## config.mk

```make
export PLATFORM = sky130hd
export DESIGN_NAME = ibsf_ctrl
export DESIGN_NICKNAME = d
export VERILOG_FILES = /design/src/verilog/ibsf_pkg.sv /design/src/verilog/ibsf_ctrl.sv /design/src/verilog/ibsf_filter.sv
export SDC_FILE = /design/constraint.sdc
export NUM_CORES = 1
export LEC_CHECK = 0
export ABC_AREA = 0
export BUFFER_PORTS_ARGS = -buffer_cell sky130_fd_sc_hd__buf_2
export CORE_ASPECT_RATIO = 1.75
export CORE_MARGIN = 3
export CORE_UTILIZATION = 48
export DETAILED_ROUTE_END_ITERATION = 12
export PLACE_DENSITY = 0.91
export SLEW_MARGIN = 20
export SYNTH_ARGS = -nofsm -noshare
export SYNTH_HDL_FRONTEND = slang
export SYNTH_SLANG_ARGS = --single-unit
```

## constraint.sdc

```tcl
create_clock -name pclk -period 1.65 [get_ports pclk]
set_input_delay 0.165 -clock pclk [delete_from_list [all_inputs] [get_ports pclk]]
set_output_delay 0.165 -clock pclk [all_outputs]
set_load 0.005 [all_outputs]
```

## src/verilog/ibsf_pkg.sv

```systemverilog
// Package of constants for the I2C mode, filter and start configuration block
// What this block does
// - Configuration is an 8-bit register at offset 0x20, reset to zero.
// - Bit 7 selects standard mode (100 kbps) or fast mode (400 kbps).
// - Filter code 000 bypasses the filter and stops its circuitry.
// - Nonzero filter code routes clock and data through the filter.
// - With initial start enable set, start trigger issues start in initial state.
// - Initial state runs from operation enable set until first stop seen.
// - Hardware clears initial start enable when a start condition is detected.
// - With initial start enable 0, no start is issued in initial state.
// - With operation enable 0 both bus pins are released.
package ibsf_pkg;
  localparam logic [11:0] IBSF_CTL1_OFF = 12'h020;
  localparam logic [11:0] IBSF_CTL0_OFF = 12'h018;
  localparam logic [11:0] IBSF_TRG_OFF = 12'h00C;
  localparam logic [7:0] IBSF_CTL1_RST = 8'h00;
  localparam logic [7:0] IBSF_CTL1_WMASK = 8'hF2;
  localparam int IBSF_MODE_BIT = 7;
  localparam int IBSF_FILT_LSB = 4;
  localparam int IBSF_ISE_BIT = 1;
  localparam int IBSF_EN_BIT = 7;
  localparam int IBSF_STT_BIT = 1;
  localparam int IBSF_SPT_BIT = 0;
  localparam logic [2:0] IBSF_FILT_OFF = 3'h0;
  localparam int IBSF_FILT_TAPS = 3;
  localparam logic [3:0] IBSF_GEN_HALF = 4'hF;
endpackage

```

## src/verilog/ibsf_ctrl.sv

```systemverilog
// APB configuration register, input filtering and initial start control
`timescale 1ns/1ps
module ibsf_ctrl (
  input wire logic pclk,
  input wire logic presetn,
  input wire logic psel,
  input wire logic penable,
  input wire logic pwrite,
  input wire logic [11:0] paddr,
  input wire logic [31:0] pwdata,
  output logic [31:0] prdata,
  output logic pready,
  output logic pslverr,
  input wire logic scl_in,
  input wire logic sda_in,
  output logic scl_out,
  output logic scl_oe_n,
  output logic sda_out,
  output logic sda_oe_n,
  output logic fast_mode,
  output logic scl_filt,
  output logic sda_filt,
  output logic start_seen,
  output logic stop_seen,
  output logic init_state,
  output logic bus_busy
);
  import ibsf_pkg::*;
  typedef enum logic [2:0] {
    IBSF_IDLE = 3'b001, IBSF_SETUP = 3'b010, IBSF_HOLD = 3'b100
  } ibsf_gen_t;
  logic [7:0] ctl1_r;
  logic en_r;
  logic en_d_r;
  logic [1:0] scl_s_r;
  logic [1:0] sda_s_r;
  logic scl_f;
  logic sda_f;
  logic scl_i;
  logic sda_i;
  logic scl_p_r;
  logic sda_p_r;
  logic [2:0] filt;
  logic filt_on;
  logic wr;
  logic rd;
  logic start_det;
  logic stop_det;
  logic start_req;
  ibsf_gen_t gen_r;
  logic [3:0] gcnt_r;
  // Write strobe aimed at one register offset
  function automatic logic wr_hit(input logic w, input logic [11:0] a,
    input logic [11:0] off);
    return w && (a == off);
  endfunction
  // Bus condition: data leaves its old level while the clock stays high
  function automatic logic cond_hit(input logic c, input logic c_p,
    input logic d_p, input logic d);
    return c && c_p && d_p && !d;
  endfunction
  assign wr = psel && penable && pwrite;
  assign rd = psel && !pwrite;
  assign filt = ctl1_r[IBSF_FILT_LSB +: 3];
  assign filt_on = filt != IBSF_FILT_OFF;
  assign start_req = wr_hit(wr, paddr, IBSF_TRG_OFF) && pwdata[IBSF_STT_BIT];
  // Pin synchronisers
  always_ff @(posedge pclk or negedge presetn) begin
    if (!presetn) begin
      scl_s_r <= 2'h3;
      sda_s_r <= 2'h3;
    end else begin
      scl_s_r <= {scl_s_r[0], scl_in};
      sda_s_r <= {sda_s_r[0], sda_in};
    end
  end
  ibsf_filter #(.TAPS(IBSF_FILT_TAPS)) u_fscl (
    .pclk(pclk), .presetn(presetn), .run(filt_on), .rate(filt),
    .din(scl_s_r[1]), .dout(scl_f)
  );
  ibsf_filter #(.TAPS(IBSF_FILT_TAPS)) u_fsda (
    .pclk(pclk), .presetn(presetn), .run(filt_on), .rate(filt),
    .din(sda_s_r[1]), .dout(sda_f)
  );
  assign scl_i = filt_on ? scl_f : scl_s_r[1];
  assign sda_i = filt_on ? sda_f : sda_s_r[1];
  always_ff @(posedge pclk or negedge presetn) begin
    if (!presetn) begin
      scl_p_r <= 1'b1;
      sda_p_r <= 1'b1;
    end else begin
      scl_p_r <= scl_i;
      sda_p_r <= sda_i;
    end
  end
  assign start_det = cond_hit(scl_i, scl_p_r, sda_p_r, sda_i);
  assign stop_det = cond_hit(scl_i, scl_p_r, !sda_p_r, !sda_i);
  // Main control register enable bit
  always_ff @(posedge pclk or negedge presetn) begin
    if (!presetn) begin
      en_r <= 1'b0;
      en_d_r <= 1'b0;
    end else begin
      en_d_r <= en_r;
      if (wr_hit(wr, paddr, IBSF_CTL0_OFF)) begin
        en_r <= pwdata[IBSF_EN_BIT];
      end
    end
  end
  // Configuration register
  always_ff @(posedge pclk or negedge presetn) begin
    if (!presetn) begin
      ctl1_r <= IBSF_CTL1_RST;
    end else if (wr_hit(wr, paddr, IBSF_CTL1_OFF) && !en_r) begin
      ctl1_r <= pwdata[7:0] & IBSF_CTL1_WMASK;
      if (start_det) begin
        ctl1_r[IBSF_ISE_BIT] <= 1'b0;
      end
    end else if (start_det) begin
      ctl1_r[IBSF_ISE_BIT] <= 1'b0;
    end
  end
  // Initial communication state
  always_ff @(posedge pclk or negedge presetn) begin
    if (!presetn) begin
      init_state <= 1'b0;
    end else if (!en_r) begin
      init_state <= 1'b0;
    end else if (!en_d_r) begin
      init_state <= 1'b1;
    end else if (stop_det) begin
      init_state <= 1'b0;
    end
  end
  always_ff @(posedge pclk or negedge presetn) begin
    if (!presetn) begin
      bus_busy <= 1'b0;
    end else if (start_det) begin
      bus_busy <= 1'b1;
    end else if (stop_det || !en_r) begin
      bus_busy <= 1'b0;
    end
  end
  // Start condition generator
  always_ff @(posedge pclk or negedge presetn) begin
    if (!presetn) begin
      gen_r <= IBSF_IDLE;
      gcnt_r <= 4'h0;
    end else begin
      case (gen_r)
        IBSF_IDLE: begin
          gcnt_r <= 4'h0;
          if (start_req && en_r && init_state &&
              ctl1_r[IBSF_ISE_BIT]) begin
            gen_r <= IBSF_SETUP;
          end
        end
        IBSF_SETUP: begin
          gcnt_r <= gcnt_r + 4'h1;
          if (!en_r) begin
            gen_r <= IBSF_IDLE;
          end else if (gcnt_r == IBSF_GEN_HALF) begin
            gen_r <= IBSF_HOLD;
          end
        end
        IBSF_HOLD: begin
          if (!en_r) begin
            gen_r <= IBSF_IDLE;
          end
        end
        default: gen_r <= IBSF_IDLE;
      endcase
    end
  end
  // Pin drivers, released while disabled
  always_ff @(posedge pclk or negedge presetn) begin
    if (!presetn) begin
      scl_out <= 1'b0;
      sda_out <= 1'b0;
      scl_oe_n <= 1'b1;
      sda_oe_n <= 1'b1;
    end else begin
      scl_out <= 1'b0;
      sda_out <= 1'b0;
      sda_oe_n <= !(en_r && gen_r != IBSF_IDLE);
      scl_oe_n <= !(en_r && gen_r == IBSF_HOLD);
    end
  end
  // Status outputs
  always_ff @(posedge pclk or negedge presetn) begin
    if (!presetn) begin
      fast_mode <= 1'b0;
      scl_filt <= 1'b1;
      sda_filt <= 1'b1;
      start_seen <= 1'b0;
      stop_seen <= 1'b0;
    end else begin
      fast_mode <= ctl1_r[IBSF_MODE_BIT];
      scl_filt <= scl_i;
      sda_filt <= sda_i;
      start_seen <= start_det;
      stop_seen <= stop_det;
    end
  end
  // APB read path, no wait states
  always_ff @(posedge pclk or negedge presetn) begin
    if (!presetn) begin
      prdata <= 32'h0;
      pready <= 1'b0;
      pslverr <= 1'b0;
    end else begin
      pready <= psel && !penable;
      pslverr <= 1'b0;
      if (rd && !penable) begin
        case (paddr)
          IBSF_CTL1_OFF: prdata <= {24'h0, ctl1_r};
          IBSF_CTL0_OFF: prdata <= {24'h0, en_r, 7'h0};
          IBSF_TRG_OFF: prdata <= 32'h0;
          default: prdata <= 32'h0;
        endcase
      end
    end
  end
endmodule

```

## src/verilog/ibsf_filter.sv

```systemverilog
// Digital filter for one bus line; output changes only when all samples agree
`timescale 1ns/1ps
module ibsf_filter #(
  parameter int TAPS = 3
) (
  input wire logic pclk,
  input wire logic presetn,
  input wire logic run,
  input wire logic [2:0] rate,
  input wire logic din,
  output logic dout
);
  logic [TAPS-1:0] hist_r;
  logic [2:0] div_r;
  always_ff @(posedge pclk or negedge presetn) begin
    if (!presetn) begin
      div_r <= 3'h0;
    end else if (!run || div_r >= rate) begin
      div_r <= 3'h0;
    end else begin
      div_r <= div_r + 3'h1;
    end
  end
  always_ff @(posedge pclk or negedge presetn) begin
    if (!presetn) begin
      hist_r <= '1;
      dout <= 1'b1;
    end else if (run && div_r == 3'h0) begin
      hist_r <= {hist_r[TAPS-2:0], din};
      if (&hist_r) begin
        dout <= 1'b1;
      end else if (~|hist_r) begin
        dout <= 1'b0;
      end
    end
  end
endmodule

```

## Yosys cells after proc, flatten, opt, wreduce, memory -nomap -nowiden

Cells that the tools add are included.

- Register bits after elaboration: 74
- Input port bits: 51
- Output and inout port bits: 45
- Logic and storage cells: 113

- Add/subtract/negate cells: 3
- $lt $le $gt $ge: 2
- Eq/ne operators: 14
- Mux-type cells: 23
- Reduce and logical (&&, ||, !) cells: 46

Operators with widths:

| kind | number |
|---|---|
| $logic_and 1x1->1 | 22 |
| $mux 3 | 6 |
| $pmux 8 s2 | 1 |
| $mux 1 | 14 |
| $eq 12x4->1 const B | 1 |
| $eq 12x5->1 const B | 1 |
| $eq 12x6->1 const B | 1 |
| $pmux 3 s3 | 1 |
| $reduce_and 3->1 | 3 |
| $logic_not 1->1 | 8 |
| $pmux 4 s2 | 1 |
| $add 3x1->3 const B | 2 |
| $ge 3x3->1 | 2 |
| $logic_not 3->1 | 2 |
| $reduce_bool 2->1 | 3 |
| $reduce_or 3->1 | 2 |
| $add 4x1->4 const B | 1 |
| $eq 4x4->1 const B | 1 |
| $ne 2x1->1 const B | 2 |
| $ne 2x2->1 const B | 2 |
| $reduce_and 2->1 | 2 |
| $eq 3x1->1 const B | 1 |
| $eq 3x2->1 const B | 1 |
| $eq 3x3->1 const B | 1 |
| other kinds (5) | 7 |

## Longest topological paths before layout

Gate-level depths: netlist (run 1).

- Depth in word-level cells: 9
- Mapped depth: 6
- Depth with buffers taken out: 6

## Modules after synthesis

A second synthesis (run 1) with hierarchy kept.

- Cells, all modules: 217
- Area total of the unflattened synthesis: 2444.8 um^2

Modules (own cells, without submodules):

| module | times used | cells each | area an instance (um^2) | seq. area each (um^2) |
|---|---|---|---|---|
| ibsf_ctrl | 1 | 149 | 1671.6 | 837.1 |
| ibsf_filter | 2 | 34 | 386.6 | 180.2 |

## Worst setup path before layout (run 1)

Ideal clock, no wire load.

- Kind: flip-flop to flip-flop
- From: register ctl1_r[4]
- To: register bus_busy
- Setup time: 0.124 ns
- Arrival: 1.411 ns
- Data required time: 1.526 ns
- Path slack: 0.115 ns
- Cell stages (with the launch flop): 5
- Path buffers: 0
- Clock period less this slack: 1.535 ns
- Path through: dfrtp_1 > nor3_4 > mux2_2 > and4_1 > o21bai_1

- Elaborated cells on any way between the ends: 12
- Classes of those cells: mux: 3; reduce/logical: 9

RTL lines:

| element | line | text |
|---|---|---|
| start, declared | ibsf_ctrl.sv:32 | `logic [7:0] ctl1_r;` |
| start signal, assigned | ibsf_ctrl.sv:115 | `ctl1_r <= pwdata[7:0] & IBSF_CTL1_WMASK;` |
| $reduce_bool 3->1 (*) | ibsf_ctrl.sv:65 | `assign filt_on = filt != IBSF_FILT_OFF;` |
| $mux 1 (*) | ibsf_ctrl.sv:85 | `assign scl_i = filt_on ? scl_f : scl_s_r[1];` |
| net scl_i | ibsf_ctrl.sv:39 | `logic scl_i;` |
| $logic_and 1x1->1 (*) (3 in a row) | ibsf_ctrl.sv:60 | `return c && c_p && d_p && !d;` |
| net start_det | ibsf_ctrl.sv:47 | `logic start_det;` |
| $mux 1 / $reduce_bool 2->1 (equally long branches) | n/a |  |
| end signal, assigned | ibsf_ctrl.sv:137 | `bus_busy <= 1'b0;` |
| end signal, assigned | ibsf_ctrl.sv:139 | `bus_busy <= 1'b1;` |
| end signal, assigned | ibsf_ctrl.sv:141 | `bus_busy <= 1'b0;` |
| end, declared | ibsf_ctrl.sv:26 | `output logic bus_busy` |

Mark *: on every way through the listed nets, which the timed path passes. The rest lies on a longest branch.
A chain may end at the register's enable or synchronous reset.

## Worst setup path after layout (run 1)

- From: register ctl1_r[5]
- To: register bus_busy

Same word-level chain as after synthesis.

==> results_dict.tcl, run 1 <==
set metrics [dict create \
    status "finished, final reports clean" \
    synth_compound_area_share_pct 9.34 \
    register_area_um2 1200 \
    clock_latency_ns 0.30 \
    via_per_inst 5.25 \
    final.min_clock_period_ns 1.64 \
    synth-simple-area-share_pct 14.6 \
    hold_class "primary input to flop" \
    clk_pin_slew_worst_paths_ns 0.09 \
    cts-htree-levels 2 \
    top_layer "met4" \
    placedCellCount 309 \
    fin_skew_ns 0.00834 \
    pin_count 96 \
    path_delay_family "simple AND/OR/NAND/NOR gates" \
    timing_worst_setup_path_type "flop to flop" \
    required_ns 1.84 \
    crit_path_top_delay_cell "dfrtp_1" \
    drt-pass1-iter-count 4 \
    cts_tree "yes" \
    grt_start_max_net_pins 30 \
    async_flop_share_pct 100 \
    cts_made_buffers 5 \
    whs_ns 0.0375 \
    drc 0 \
    netlist.area_leader.share_pct 31.8 \
    area_growth_pct 19.3 \
    end_kind "flop" \
    multi_input_area_um2 1050 \
    cts-root-buf "clkbuf_8" \
    grt_util_all_layers_pct 15.8 \
    wirelength_um 4430 \
    arrival_ns 1.82 \
    cts.sinks 47 \
    place_hpwl_um 3350 \
    preCtsSetupSlack_ns -0.0543 \
    cpPeakStageDelay_ns 0.42 \
    antenna_cells 0 \
    grt_pass1_vias 1687 \
    start_util_pct 50.1 \
    die_h_um 98.7 \
    synth_cell_type_count 44 \
    detail-route-antenna-nets 0 \
    grt_overflow_total 0 \
    clock_path_buffers 2 \
    power_mw 2.29 \
    core_region_area_um2 4710 \
    fillers 397 \
    drtIter0Drc 49 \
    yosysWarnings 0 \
    antenna_found_initial 0 \
    synthCells 212 \
    syn_area_um2 2360 \
    die_area_um2 5820 \
    design_area_um2 2810 \
    met3_length_um 309 \
    ys_top_cells_by_count "buf_4, dfrtp_1, dfstp_2" \
    p_leak_nw 1.34 \
    rsz0062_at_grt "yes" \
    synth_seq_cells 47 \
    layout-drive-gt1-share_pct 36.9 \
    crit_chain "nor3_4 > mux2_4 > and4_1 > o21bai_1" \
    cp_max_fo 5 \
    synth_area_leaders "dfrtp_1, dfstp_2, buf_4" \
    synth_area_per_cell_um2 11.1 \
    fin_nets 329 \
    portBuffers 38 \
    critPathBufInv 0 \
    synth_top_family_by_area "simple AND/OR/NAND/NOR gates" \
    row_count 33 \
    yosysTopAreaCell "dfrtp_1" \
    post_cts_buffers 0 \
    wl_met1_um 1530 \
    drv_slew 0 \
    min_period_over_period_pct 99.2 \
    synth_xor_xnor_area_share_pct 0.743 \
    setup_viol 0 \
    fin_cells 320 \
    ys.flop_type "dfrtp_1" \
    fmax_mhz 611 \
    hold_viol_final 0 \
    place_area_um2 2580 \
    startpoint_type "flop" \
    wl_per_cell_um 13.8 \
    fin_ws_ns 0.0131 \
    maxCapViolCount 0 \
    synth_edf_count 0 \
    synth_fa_ha_area_share_pct 5.84 \
    ys_seq_area_share_pct 50.8 \
    place.gp.congestion 0.843 \
    vdd_drop_max_mv 1.32 \
    wl_met2_um 2470 \
    setup_tns_ns 0 \
    via_count 1681 \
    grt_pass1_wl_um 7080 \
    pwr_density_cell_nw_per_um2 816 \
    fin_util_pct 59.7 \
    synth_mux_area_share_pct 6.53 \
    die_x_um 59.0 \
]
## final timing paths
kind                       slack [ns]  depth (start not counted)                      endpoint             startpoint
setup / recovery                 0.01                          4          bus_busy$_DFFE_PN0P_  ctl1_r[5]$_DFFE_PN0P_
hold / removal                   0.04                          2              pready$_DFF_PN0_                penable
setup reg to reg                 0.01                          4          bus_busy$_DFFE_PN0P_  ctl1_r[5]$_DFFE_PN0P_
hold reg to reg                  0.36                          0          sda_s_r[1]$_DFF_PN1_   sda_s_r[0]$_DFF_PN1_
max in group asynchronous        0.73                          3  u_fsda.hist_r[1]$_DFFE_PN1P_                presetn
min in group asynchronous        0.34                          2     u_fscl.div_r[0]$_DFF_PN0_                presetn
## kinds of logic after synthesis
logic type	count (synthesis)
compound gates	32
mux	14
fa+ha+maj	11
buf+inv	45
other cells	1
xor+xnor	2
simple gates	60
flops	47
## metal layers
metal / global-route usage [%] / vias to the layer above
met2: 28.4 / 62
met5: 0 / -
met3: 3.93 / 12
met4: 8.90 / 0
met1: 15.5 / 821
li1: - / 786
## cell type report
cell class	instances	share of cell area (%)
clock buffers	5	2.45
clock inverters	3	2.40
inverters	13	1.74
multi-input cells	149	37.2
flip-flops and latches	47	42.6
well taps	52	2.31
repair buffers	51	11.2
## where the power goes
part / internal [mW] / switching [mW] / leakage (nW)
clock: 0.604 / 0.390 / 0.0644
sequential: 1.17 / 0.00789 / 0.593
combinational: 0.0467 / 0.0703 / 0.681
total: 1.82 / 0.469 / 1.34
## layout by cell type, fill, tap and decap left out, types with 2 or more instances in the layout
cell,n
a21oi_1,5
a211o_1,2
dfstp_2,17
nor2_1,14
nand2b_1,3
o21ai_0,8
nor4_2,2
xnor2_1,2
mux2i_1,2
nor4b_1,2
conb_1,30
dlygate4sd3_1,3
o2bb2ai_1,2
dfrtp_1,29
inv_1,13
nor3b_2,2
nor2b_1,2
ha_1,9
mux2_2,10
buf_6,2
nand2b_4,2
nand3_1,3
buf_4,7
a22o_1,5
nand2_1,15
ha_4,2
buf_2,38
bufinv_16,2
clkbuf_8,5
nand4_1,3
a21o_1,2
## registers in the layout, indices dropped and copies added, names as in the netlist, 2 cells and up
name,count
gcnt_r,4
prdata,5
sda_s_r,2
u_fsda.hist_r,3
u_fscl.hist_r,3
scl_s_r,2
u_fsda.div_r,3
u_fscl.div_r,3
gen_r,3
ctl1_r,5
## repair_timing
| action | CTS | global route |
|---|---|---|
| pin swaps | 5 | 7 |
| gates resized for setup | 4 | 8 |
| hold buffers | 3 | 0 |
| setup endpoints to repair | 10 | 9 |
| gates cloned | 0 | 0 |
| hold endpoints to repair | 14 | 0 |
Power figures use the tool's default switching activity.
==> run 2, diff against run 1 <==
--- a/config.mk
+++ b/config.mk
@@ -6,12 +6,14 @@
 export NUM_CORES = 1
 export LEC_CHECK = 0
 export ABC_AREA = 0
+export ABC_CLOCK_PERIOD_IN_PS = 1300
 export BUFFER_PORTS_ARGS = -buffer_cell sky130_fd_sc_hd__buf_2
 export CORE_ASPECT_RATIO = 1.75
 export CORE_MARGIN = 3
-export CORE_UTILIZATION = 48
+export CORE_UTILIZATION = 43
 export DETAILED_ROUTE_END_ITERATION = 12
-export PLACE_DENSITY = 0.91
+export MAX_ROUTING_LAYER = met4
+export PLACE_DENSITY = 0.86
 export SLEW_MARGIN = 20
 export SYNTH_ARGS = -nofsm -noshare
 export SYNTH_HDL_FRONTEND = slang
==> constraint.sdc (replaced) <==
create_clock -name pclk -period 1.3 [get_ports pclk]
set_input_delay 0.13 -clock pclk [delete_from_list [all_inputs] [get_ports pclk]]
set_output_delay 0.13 -clock pclk [all_outputs]
set_load 0.005 [all_outputs]
==> results_dict.tcl, run 2 (synthesized netlist as in run 1, its figures left out) <==
set metrics [dict create \
    wl_per_cell_um 12.9 \
    layout-drive-gt1-share_pct 44.6 \
    rsz0062_at_grt "yes" \
    via_count 1736 \
    fin_ws_ns -0.230 \
    preCtsSetupSlack_ns -0.205 \
    vdd_drop_max_mv 0.768 \
    die_x_um 62.0 \
    final.min_clock_period_ns 1.53 \
    clk_pin_slew_worst_paths_ns 0.09 \
    place.gp.congestion 0.803 \
    grt_pass1_wl_um 7370 \
    setup_viol 25 \
    portBuffers 38 \
    cts_tree "yes" \
    end_kind "flop" \
    die_area_um2 6440 \
    final_common_cell "buf_2" \
    drtIter0Drc 103 \
    p_leak_nw 1.44 \
    clock_latency_ns 0.30 \
    drv_slew 0 \
    power_mw 2.73 \
    grt_pass1_vias 1649 \
    hold_class "primary input to flop" \
    die_h_um 104 \
    hold_viol_final 0 \
    via_per_inst 4.81 \
    layout_common_cells "buf_2, conb_1, dfrtp_1, buf_4, dfstp_2" \
    maxCapViolCount 0 \
    cp_max_fo 4 \
    cts_made_buffers 5 \
    pin_count 96 \
    area_growth_pct 27.0 \
    top_regs "ctl1_r x5, prdata x5, gcnt_r x4" \
    status "finished with violations" \
    fin_skew_ns 0.0106 \
    core_region_area_um2 5300 \
    cts-htree-levels 2 \
    grt_start_max_net_pins 20 \
    arrival_ns 1.76 \
    drc 0 \
    failed_checks "negative setup slack" \
    fin_util_pct 56.5 \
    antenna_cells 0 \
    fin_nets 348 \
    design_area_um2 2990 \
    wirelength_um 4670 \
    place_hpwl_um 3550 \
    clock_path_buffers 2 \
    drt-pass1-iter-count 4 \
    timing_worst_setup_path_type "flop to flop" \
    place_area_um2 2730 \
    fmax_mhz 653 \
    detail-route-antenna-nets 0 \
    min_period_over_period_pct 118 \
    required_ns 1.53 \
    start_util_pct 44.5 \
    grt_overflow_total 0 \
    startpoint_type "flop" \
    row_count 35 \
    grt_util_all_layers_pct 15.3 \
    pwr_density_cell_nw_per_um2 913 \
    whs_ns 0.0254 \
    antenna_found_initial 0 \
    cts.sinks 47 \
    cts-root-buf "clkbuf_8" \
]
run 2: changes by cell type in the layout (fill, tap and decap cells not counted), sizes merged:
cell / delta
bufinv: -1
clkinvlp: -1
buf: +19
clkinv: +2
run 2: layout make-up:
class | instances | area, um^2
Clock buffer | 5 | 68.8
Tap cell | 74 | 92.6
Multi-Input combinational cell | 149 | 1080
Clock inverter | 3 | 43.8
Timing Repair Buffer | 70 | 458
Fill cell | 436 | 2300
Inverter | 13 | 48.8
Sequential cell | 47 | 1200
run 2: stage by stage:
stage	setup TNS [ns]	std cells
global route	-4.20	361
detailed placement	-3.48	347
finish	-2.88	361
global placement	-2.58	347
CTS	-2.62	359
floorplan	-1.69	241
run 2: worst max-delay path: stages, from the launching register on:
cell and delay (ns):
dfrtp_1 0.42, nor3_4 0.31, mux2_4 0.34, and4bb_2 0.26
o21bai_1 0.14
run 2: where the power goes:
| group | leakage [nW] | switching (mW) | internal, mW |
|---|---|---|---|
| sequential | 0.591 | 0.0111 | 1.49 |
| clock | 0.0581 | 0.489 | 0.573 |
| combinational | 0.789 | 0.0950 | 0.0760 |
run 2: worst paths after layout:
path / start / to / slack, ns / cells after the start
max in group asynchronous: presetn / ctl1_r[5]$_DFFE_PN0P_ / 0.46 / 3
max: ctl1_r[6]$_DFFE_PN0P_ / bus_busy$_DFFE_PN0P_ / -0.23 / 4
min reg2reg: scl_s_r[0]$_DFF_PN1_ / scl_s_r[1]$_DFF_PN1_ / 0.36 / 0
min in group asynchronous: presetn / ctl1_r[1]$_DFFE_PN0P_ / 0.29 / 2
min: penable / pready$_DFF_PN0_ / 0.03 / 2
max reg2reg: ctl1_r[6]$_DFFE_PN0P_ / bus_busy$_DFFE_PN0P_ / -0.23 / 4
run 2: repair_timing:
| item | CTS | global route |
|---|---|---|
| pin swaps | 3 | 5 |
| setup endpoints to repair | 24 | 28 |
| resized for setup | 10 | 14 |
| buffers inserted | 2 | 2 |
| hold buffers | 3 | 0 |
| gates cloned | 0 | 0 |
| endpoints found under the hold margin | 10 | 0 |
run 2: routing by layer:
metal  up-vias  track usage [%]  routed length, um
li1        823                -                  -
met2        62             25.0               2500
met3        10             3.60                238
met4         0             6.37                115
met5         -                -                  0
met1       841             17.1               1810
